`config.mk`:
```
export PLATFORM = sky130hd
export DESIGN_NAME = sfe_erase_seq
export DESIGN_NICKNAME = d
export VERILOG_FILES = /design/src/pkg/sfe_pkg.sv /design/src/hw/sfe_erase_seq.sv /design/src/hw/sfe_link_rx.sv
export SDC_FILE = /design/constraint.sdc
export NUM_CORES = 1
export LEC_CHECK = 0
export BUFFER_PORTS_ARGS = -buffer_cell sky130_fd_sc_hd__buf_2
export CAP_MARGIN = 20
export CORE_ASPECT_RATIO = 0.9
export CORE_UTILIZATION = 55
export DETAILED_ROUTE_END_ITERATION = 16
export HOLD_SLACK_MARGIN = 0.08
export MAX_ROUTING_LAYER = met4
export PLACE_DENSITY_LB_ADDON = 0.3
export SETUP_SLACK_MARGIN = 0.5
export SLEW_MARGIN = 25
export SYNTH_ARGS = -nofsm -noshare
export SYNTH_HDL_FRONTEND = slang
export SYNTH_HIERARCHICAL = 1
export SYNTH_SLANG_ARGS = --single-unit
export TNS_END_PERCENT = 10
```
`constraint.sdc`:
```
create_clock -name ref_clk_i -period 2.5 [get_ports ref_clk_i]
set_clock_uncertainty 0.2 [all_clocks]
set_input_delay 0.125 -clock ref_clk_i [delete_from_list [all_inputs] [get_ports ref_clk_i]]
set_output_delay 0.125 -clock ref_clk_i [all_outputs]
set_load 0.02 [all_outputs]
```
`src/pkg/sfe_pkg.sv`:
```
// Constants and types for the serial flash erase command block
package sfe_pkg;

  // ------------------------------------------------------------------
  // Command word layout
  // ------------------------------------------------------------------
  localparam int unsigned CMD_BITS      = 25;
  localparam int unsigned OPC_HI        = 24;
  localparam int unsigned OPC_LO        = 17;
  localparam int unsigned ADDR_BITS     = 17;
  localparam int unsigned SECT_HI       = 16;
  localparam int unsigned SECT_LO       = 10;
  localparam int unsigned SECT_BITS     = 7;
  localparam logic [7:0]  OPC_SECTOR    = 8'h40;
  localparam logic [7:0]  OPC_MASS      = 8'h60;
  localparam logic [4:0]  CNT_W_MAX     = 5'h19;

  // ------------------------------------------------------------------
  // Timing
  // ------------------------------------------------------------------
  localparam real         CLK_MHZ             = 50.0;
  localparam real         ERASE_INTERVAL_US   = 13500.0;
  localparam int unsigned ERASE_INTERVAL_CYC  = int'(ERASE_INTERVAL_US * CLK_MHZ);
  localparam int unsigned TIMER_W             = 20;

  // ------------------------------------------------------------------
  // Sequencer states
  // ------------------------------------------------------------------
  typedef enum logic [1:0] {
    SFE_IDLE  = 2'b00,
    SFE_SHIFT = 2'b01,
    SFE_ERASE = 2'b10,
    SFE_DONE  = 2'b11
  } sfe_state_t;

endpackage

```
`src/hw/sfe_erase_seq.sv`:
```
// Erase command sequencer behind the two-wire serial link
`timescale 1ns/100ps

// Functional notes
// - A sector erase clears the sector named by address bits 16..10, bits 9..0 ignored.
// - After the sector erase word the sector is erased; the host waits the erase interval.
// - A mass erase ignores every bit of its address field.
// - After the mass erase word the main block is erased; the host waits then sends a stop.
// - Data falling while the clock is high is a start condition.
// - Data rising while the clock is high is a stop condition.
// - One clock pulse per bit; data changes only while the clock is low.
module sfe_erase_seq #(
  parameter int unsigned ERASE_CYC = sfe_pkg::ERASE_INTERVAL_CYC
) (
  // Clock and reset
  input  wire logic                            ref_clk_i,
  input  wire logic                            reset_n_i,
  // Serial link
  input  wire logic                            sck_i,
  input  wire logic                            sda_i,
  output logic                                 sda_o,
  output logic                                 sda_oe_o,
  // Flash array erase control
  output logic                                 sector_erase_o,
  output logic                                 mass_erase_o,
  output logic [sfe_pkg::SECT_BITS-1:0]        sector_o,
  // Status
  output logic                                 busy_o,
  output logic                                 erase_done_o,
  output logic                                 early_stop_o
);

  // ------------------------------------------------------------------
  // Reset release
  // ------------------------------------------------------------------
  // Release is synchronous so no flop sees reset end close to a clock edge
  logic [1:0] rst_sync;
  logic       rst_n;

  always_ff @(posedge ref_clk_i or negedge reset_n_i) begin
    if (!reset_n_i) begin
      rst_sync <= 2'h0;
    end else begin
      rst_sync <= {rst_sync[0], 1'b1};
    end
  end
  assign rst_n = rst_sync[1];

  // ------------------------------------------------------------------
  // Link sampling
  // ------------------------------------------------------------------
  logic start_ev;
  logic stop_ev;
  logic bit_valid;
  logic bit_val;

  sfe_link_rx u_rx (
    .ref_clk_i   (ref_clk_i),
    .rst_n_i     (rst_n),
    .sck_i       (sck_i),
    .sda_i       (sda_i),
    .start_o     (start_ev),
    .stop_o      (stop_ev),
    .bit_valid_o (bit_valid),
    .bit_o       (bit_val)
  );

  // ------------------------------------------------------------------
  // State
  // ------------------------------------------------------------------
  typedef struct packed {
    sfe_pkg::sfe_state_t                 state;
    logic [sfe_pkg::CMD_BITS-1:0]        shreg;
    logic [4:0]                          nbits;
    logic [sfe_pkg::TIMER_W-1:0]         timer;
    logic                                sector_erase;
    logic                                mass_erase;
    logic [sfe_pkg::SECT_BITS-1:0]       sector;
    logic                                done;
    logic                                early;
  } sfe_seq_t;

  sfe_seq_t r;
  sfe_seq_t next_r;

  // ------------------------------------------------------------------
  // Decode helpers
  // ------------------------------------------------------------------
  // Timer counts down to zero, so it loads one less than the length
  function automatic logic [sfe_pkg::TIMER_W-1:0] timer_load(input int unsigned cyc);
    timer_load = sfe_pkg::TIMER_W'(cyc - 1);
  endfunction

  // Word is judged as its last bit arrives, so fields sit one bit lower
  function automatic logic [7:0] opcode_of(input logic [sfe_pkg::CMD_BITS-1:0] sh);
    opcode_of = sh[sfe_pkg::CMD_BITS-2:sfe_pkg::OPC_LO-1];
  endfunction

  function automatic logic [sfe_pkg::SECT_BITS-1:0] sector_of(
    input logic [sfe_pkg::CMD_BITS-1:0] sh
  );
    sector_of = sh[sfe_pkg::SECT_HI-1:sfe_pkg::SECT_LO-1];
  endfunction

  function automatic logic last_bit(input logic [4:0] n);
    last_bit = (n == sfe_pkg::CNT_W_MAX - 5'h01);
  endfunction

  // Both erase kinds start alike; only the flag and the sector differ
  function automatic sfe_seq_t enter_erase(
    input sfe_seq_t                      cur,
    input logic                          mass,
    input logic [sfe_pkg::SECT_BITS-1:0] sect
  );
    enter_erase              = cur;
    enter_erase.state        = sfe_pkg::SFE_ERASE;
    enter_erase.sector_erase = ~mass;
    enter_erase.mass_erase   = mass;
    enter_erase.sector       = sect;
    enter_erase.timer        = timer_load(ERASE_CYC);
  endfunction

  // Both flags drop together so the array never sees a mixed request
  function automatic sfe_seq_t leave_erase(input sfe_seq_t cur);
    leave_erase              = cur;
    leave_erase.state        = sfe_pkg::SFE_DONE;
    leave_erase.sector_erase = 1'b0;
    leave_erase.mass_erase   = 1'b0;
    leave_erase.done         = 1'b1;
  endfunction

  // A new start drops any half-shifted word
  function automatic sfe_seq_t begin_word(input sfe_seq_t cur);
    begin_word       = cur;
    begin_word.state = sfe_pkg::SFE_SHIFT;
    begin_word.nbits = 5'h00;
    begin_word.shreg = '0;
  endfunction

  // ------------------------------------------------------------------
  // Sequencer
  // ------------------------------------------------------------------
  always_comb begin
    next_r = r;
    next_r.done  = 1'b0;
    unique case (r.state)
      sfe_pkg::SFE_IDLE: begin
        next_r.early = 1'b0;
      end
      sfe_pkg::SFE_SHIFT: begin
        if (bit_valid) begin
          // First bit lands in bit 24 after all shifts
          next_r.shreg = {r.shreg[sfe_pkg::CMD_BITS-2:0], bit_val};
          next_r.nbits = r.nbits + 5'h01;
          if (last_bit(r.nbits)) begin
            if (opcode_of(r.shreg) == sfe_pkg::OPC_SECTOR) begin
              // Low ten address bits are dropped
              next_r = enter_erase(next_r, 1'b0, sector_of(r.shreg));
            end else if (opcode_of(r.shreg) == sfe_pkg::OPC_MASS) begin
              // Address field is a don't care; sector reads as zero
              next_r = enter_erase(next_r, 1'b1, '0);
            end else begin
              // Other opcodes belong to read and program; ignored here
              next_r.state = sfe_pkg::SFE_IDLE;
            end
          end
        end
      end
      sfe_pkg::SFE_ERASE: begin
        // Runs to the end even after a stop; a cut erase leaves the array half cleared
        if (r.timer == '0) begin
          next_r = leave_erase(next_r);
        end else begin
          next_r.timer = r.timer - 1'b1;
        end
      end
      sfe_pkg::SFE_DONE: begin
        // Wait for the closing stop
      end
    endcase
    // Framing overrides everything; erase runs to its end regardless
    if (stop_ev) begin
      if (r.state == sfe_pkg::SFE_ERASE && r.timer != '0) begin
        // Stop before the interval: host broke its timing, flag it
        next_r.early = 1'b1;
      end else begin
        // A stop on the last erase cycle is on time and closes the command
        next_r.state = sfe_pkg::SFE_IDLE;
      end
    end else if (start_ev && r.state != sfe_pkg::SFE_ERASE) begin
      next_r = begin_word(next_r);
    end
    if (r.state == sfe_pkg::SFE_ERASE && r.timer == '0 && r.early) begin
      next_r.state = sfe_pkg::SFE_IDLE;
    end
  end

  always_ff @(posedge ref_clk_i or negedge rst_n) begin
    if (!rst_n) begin
      r <= '{state: sfe_pkg::SFE_IDLE, default: '0};
    end else begin
      r <= next_r;
    end
  end

  // ------------------------------------------------------------------
  // Outputs
  // ------------------------------------------------------------------
  // Erase commands never drive the data line
  assign sda_o          = 1'b0;
  assign sda_oe_o       = 1'b0;
  assign sector_erase_o = r.sector_erase;
  assign mass_erase_o   = r.mass_erase;
  assign sector_o       = r.sector;
  // Busy is a state decode, so it rises with the erase flags
  assign busy_o         = (r.state == sfe_pkg::SFE_ERASE);
  assign erase_done_o   = r.done;
  assign early_stop_o   = r.early;

endmodule // sfe_erase_seq

```
`src/hw/sfe_link_rx.sv`:
```
// Serial link sampler: synchronises clock and data, finds edges and framing
`timescale 1ns/100ps
module sfe_link_rx (
  // Clock and reset
  input  wire logic ref_clk_i,
  input  wire logic rst_n_i,
  // Link pins
  input  wire logic sck_i,
  input  wire logic sda_i,
  // Decoded events
  output logic      start_o,
  output logic      stop_o,
  output logic      bit_valid_o,
  output logic      bit_o
);

  typedef struct packed {
    logic [1:0] sck_sync;
    logic [1:0] sda_sync;
    logic       sck_d;
    logic       sda_d;
    logic       start;
    logic       stop;
    logic       bit_valid;
    logic       bit_val;
  } sfe_rx_t;

  sfe_rx_t r;
  sfe_rx_t next_r;

  always_comb begin
    next_r          = r;
    next_r.sck_sync = {r.sck_sync[0], sck_i};
    next_r.sda_sync = {r.sda_sync[0], sda_i};
    next_r.sck_d    = r.sck_sync[1];
    next_r.sda_d    = r.sda_sync[1];
    // Clock high both cycles, so a data change here is framing
    next_r.start     = r.sck_d & r.sck_sync[1] & r.sda_d & ~r.sda_sync[1];
    next_r.stop      = r.sck_d & r.sck_sync[1] & ~r.sda_d & r.sda_sync[1];
    // Data is stable while clock is high; take it at the rising edge
    next_r.bit_valid = ~r.sck_d & r.sck_sync[1];
    next_r.bit_val   = r.sda_sync[1];
  end

  always_ff @(posedge ref_clk_i or negedge rst_n_i) begin
    if (!rst_n_i) begin
      r <= '{sck_sync: 2'h3, sda_sync: 2'h3, sck_d: 1'b1, sda_d: 1'b1, default: 1'b0};
    end else begin
      r <= next_r;
    end
  end

  assign start_o     = r.start;
  assign stop_o      = r.stop;
  assign bit_valid_o = r.bit_valid;
  assign bit_o       = r.bit_val;

endmodule // sfe_link_rx

```
==> qor.txt <==
Crit-path max FO = 3
RR Endpoint = r[62]$_DFF_PN0_
Layout cells sized above 1 = 28.2%
CTS tree = done
Syn Area/Cell = 10.1 sq um
Routed WL per cell = 15.8 um
Post-Synth Simple-Gate Area = 17.8%
ANT cells = 0
FF+latch count, synth = 74
Maxcap violations = 0
Initial antenna violation count = 0
Ratio of final minimum period to clock period = 96.2%
Min cycle time layout = 2400 ps
Port bufs = 15
Crit path launch type = flip-flop
Slew headroom = 53.9%
Synth Area in Adders = 2.85%
Unrepaired setup endpoints after global routing = yes
First-pass GRT wire length = 12.5 mm
Multi-input logic area = 0.00161 sq mm
Initial Util = 57.1%
Iter 0 DRT Violations = 212
FILL cells = 454
Clk buf depth = 2
Worst Path Arrival = 2450 ps
Fmax = 416 MHz
Slew @ Worst Pin = 692 ps
Distinct cells, synth = 52
Largest family of logic cells by synthesized area = compound AO/OA/AOI/OAI gates
Crit path kind = reg2reg
Crit path required time = 2540 ps
Area added between synthesis and finish = 23.7%
Post-synthesis cell count = 346
Max Slew Vio Count = 0
Synth Warn # = 6
Mux contribution to synthesized area = 0.285%
# rows = 27
Post-route core utilization = 70.7%
Nets = 400
Status = finished clean
FF/Latch Area = 0.00186 sq mm
Via count = 2,802
Final hold vios = 0
Leak = 2.01 nW
Core area = 0.00615 sq mm
Total power = 3.87 mW
Setup TNS = 0 ps
Crit. End Element = flip-flop
H-tree depth = 3
RePlAce Congestion = 0.885
Reg-to-reg slack, setup = 100 ps
DRC viols = 0
Routed WL = 7.58 mm
Setup Viol. Count Final = 0
Async S/R FF share, synth = 100%
Synth Area in Compound Gates = 19.6%
Synthesized area = 0.00351 sq mm
Worst-Skew Late Latency = 350 ps
Drt pass-1 iters = 5
Die area = 0.00671 sq mm
Clk root buf = clkbuf_8
Vias/cell = 5.84
# IOs = 18
Die height = 77.8 um
Worst Reg-to-Reg Cells = 7
Dominant synthesized flop cell = dfrtp_1
Chip width = 86.2 um
GRT Overall Usage = 24.9%
Number of flops mapped to enable cells by yosys = 0
VDD IR max = 0.521 mV
TritonCTS Buffers = 9
Clock Sink Count = 74
Vias in the first global route = 2,611
Sequential area share after synthesis = 53.0%
Antenna viol nets, final = 0
P per Cell Area = 891 mW/mm^2
HP Class = reg2async
Dpl hpwl = 4.89 mm
Grt total ovfl = 0
Largest net degree at the start of global routing = 44
Clock transition at path regs = 80 ps
Synth Area in XOR/XNOR = 0.748%
R2R Path Start = r[55]$_DFF_PN0_
Yosys cell counts, types with 3 or more instances:
master    number  area, sq um
and4b_1        3         30.0
or4_1          5         37.5
nor2b_1        3         18.8
ha_1           8          100
o21ai_0       18         90.1
clkbuf_1      16         60.1
a21oi_1       13         65.1
a31oi_1        3         18.8
nor2_1        40          150
or3_1          5         31.3
buf_4          9         67.6
dfrtp_1       68         1700
nand3_1        4         20.0
o31ai_1        3         22.5
a22oi_1       26          195
nor4_1         4         25.0
nand4_1        5         31.3
o31a_1         3         26.3
o22ai_1        3         18.8
dfstp_2        6          158
o41ai_1        3         26.3
and3_1         4         25.0
and2_1         3         18.8
nor3_1         9         45.0
xor2_1         3         26.3
a22o_1         7         61.3
nand2b_1       5         31.3
a211oi_1       3         22.5
nand2_1       20         75.1
inv_1         14         52.6
metrics by stage:
| stage | setup slack (ps) | area, sq um | hold slack [ps] | cells |
|---|---|---|---|---|
| global placement | 124 | 3800 | -291 | 446 |
| global route | 0.513 | 4340 | 160 | 480 |
| CTS | 75.9 | 4220 | 151 | 477 |
| finish | 96.2 | 4340 | 115 | 480 |
| floorplan | 171 | 3530 | -371 | 347 |
| detailed placement | 41.9 | 3800 | -288 | 446 |
repair_timing:
| item | 4_1_cts | 5_1_grt |
|---|---|---|
| setup endpoints to repair | 58 | 59 |
| hold buffers | 4 | 0 |
| gates resized for setup | 7 | 31 |
| endpoints found under the hold margin | 4 | 0 |
| pin swaps | 3 | 13 |
| buffers inserted | 11 | 3 |
layer usage:
layer  track usage (%)  share of wire (%)  up-vias
met2              36.3                 48       68
met5                 -                  0        -
li1                  -                  -     1334
met3              6.06                4.1       13
met1              33.6                 46     1387
met4              9.67                1.8        0
state kept, by name, summed over array words and instances, names as in the netlist:
signal            flops
rst_sync              2
r                    51
mass_erase_o          1
u_rx/stop_o           1
sector_o              7
erase_done_o          1
u_rx/bit_valid_o      1
early_stop_o          1
u_rx/r                2
u_rx/start_o          1
sector_erase_o        1
u_rx/next_r           4
u_rx/bit_o            1
layout make-up:
class,count,area share (%)
multi-input cells,232,37.1
repair buffers,57,10.6
inverters,14,1.21
well taps,87,2.51
clock inverters,6,2.59
clock buffers,10,3.17
flip-flops and latches,74,42.8
power by group:
| group | internal, mW | switching, mW | leakage (nW) |
|---|---|---|---|
| sequential | 1.29 | 0.108 | 0.995 |
| clock | 0.694 | 0.450 | 0.127 |
| combinational | 0.587 | 0.745 | 0.889 |
cells by family (layout without fill, tap and decap cells):
logic type,after synthesis,in the layout
xor gates and xnor gates,3,3
and+or+nand+nor,120,120
buffers and inverters,41,87
adders and majority gates,8,8
muxes,1,1
AOI/OAI and AO/OA,97,97
other,2,3
DFF,74,74
cells in the final DEF, fill, tap and decap left out, types with 4 or more instances in the layout:
master / count
dfrtp_1: 67
nor2_1: 40
buf_4: 31
a22oi_1: 25
nand2_1: 19
buf_2: 15
o21ai_0: 13
inv_1: 11
a21oi_1: 10
clkbuf_8: 10
a22o_1: 7
dfstp_2: 6
nand4_1: 5
nor3_1: 5
nand2b_1: 5
o21ai_1: 4
and3_1: 4
nor3_2: 4
nor4_1: 4
or3_1: 4
ha_1: 4
dlygate4sd3_1: 4
buf_12: 4
worst max path at each step:
stage                             end  slack (ps)  cells past startpoint            start
finish                r[62]$_DFF_PN0_         100                      7  r[55]$_DFF_PN0_
global route        r[26]$_DFFE_PN0P_         0.5                      8  r[31]$_DFF_PN0_
CTS                 r[26]$_DFFE_PN0P_          80                      6  r[55]$_DFF_PN0_
detailed placement  r[26]$_DFFE_PN0P_          40                      6  r[55]$_DFF_PN0_
global placement    r[26]$_DFFE_PN0P_         120                      6  r[55]$_DFF_PN0_
floorplan           r[26]$_DFFE_PN0P_         170                      8  r[62]$_DFF_PN0_
critical path, stage by stage (launching register included):
cell and delay, ps:
dfrtp_1 390, or4b_4 560, buf_4 170, buf_4 130, nor4_1 280, buf_4 190, o21ai_0 100, a211oi_1 290
Power figures use the tool's default switching activity.
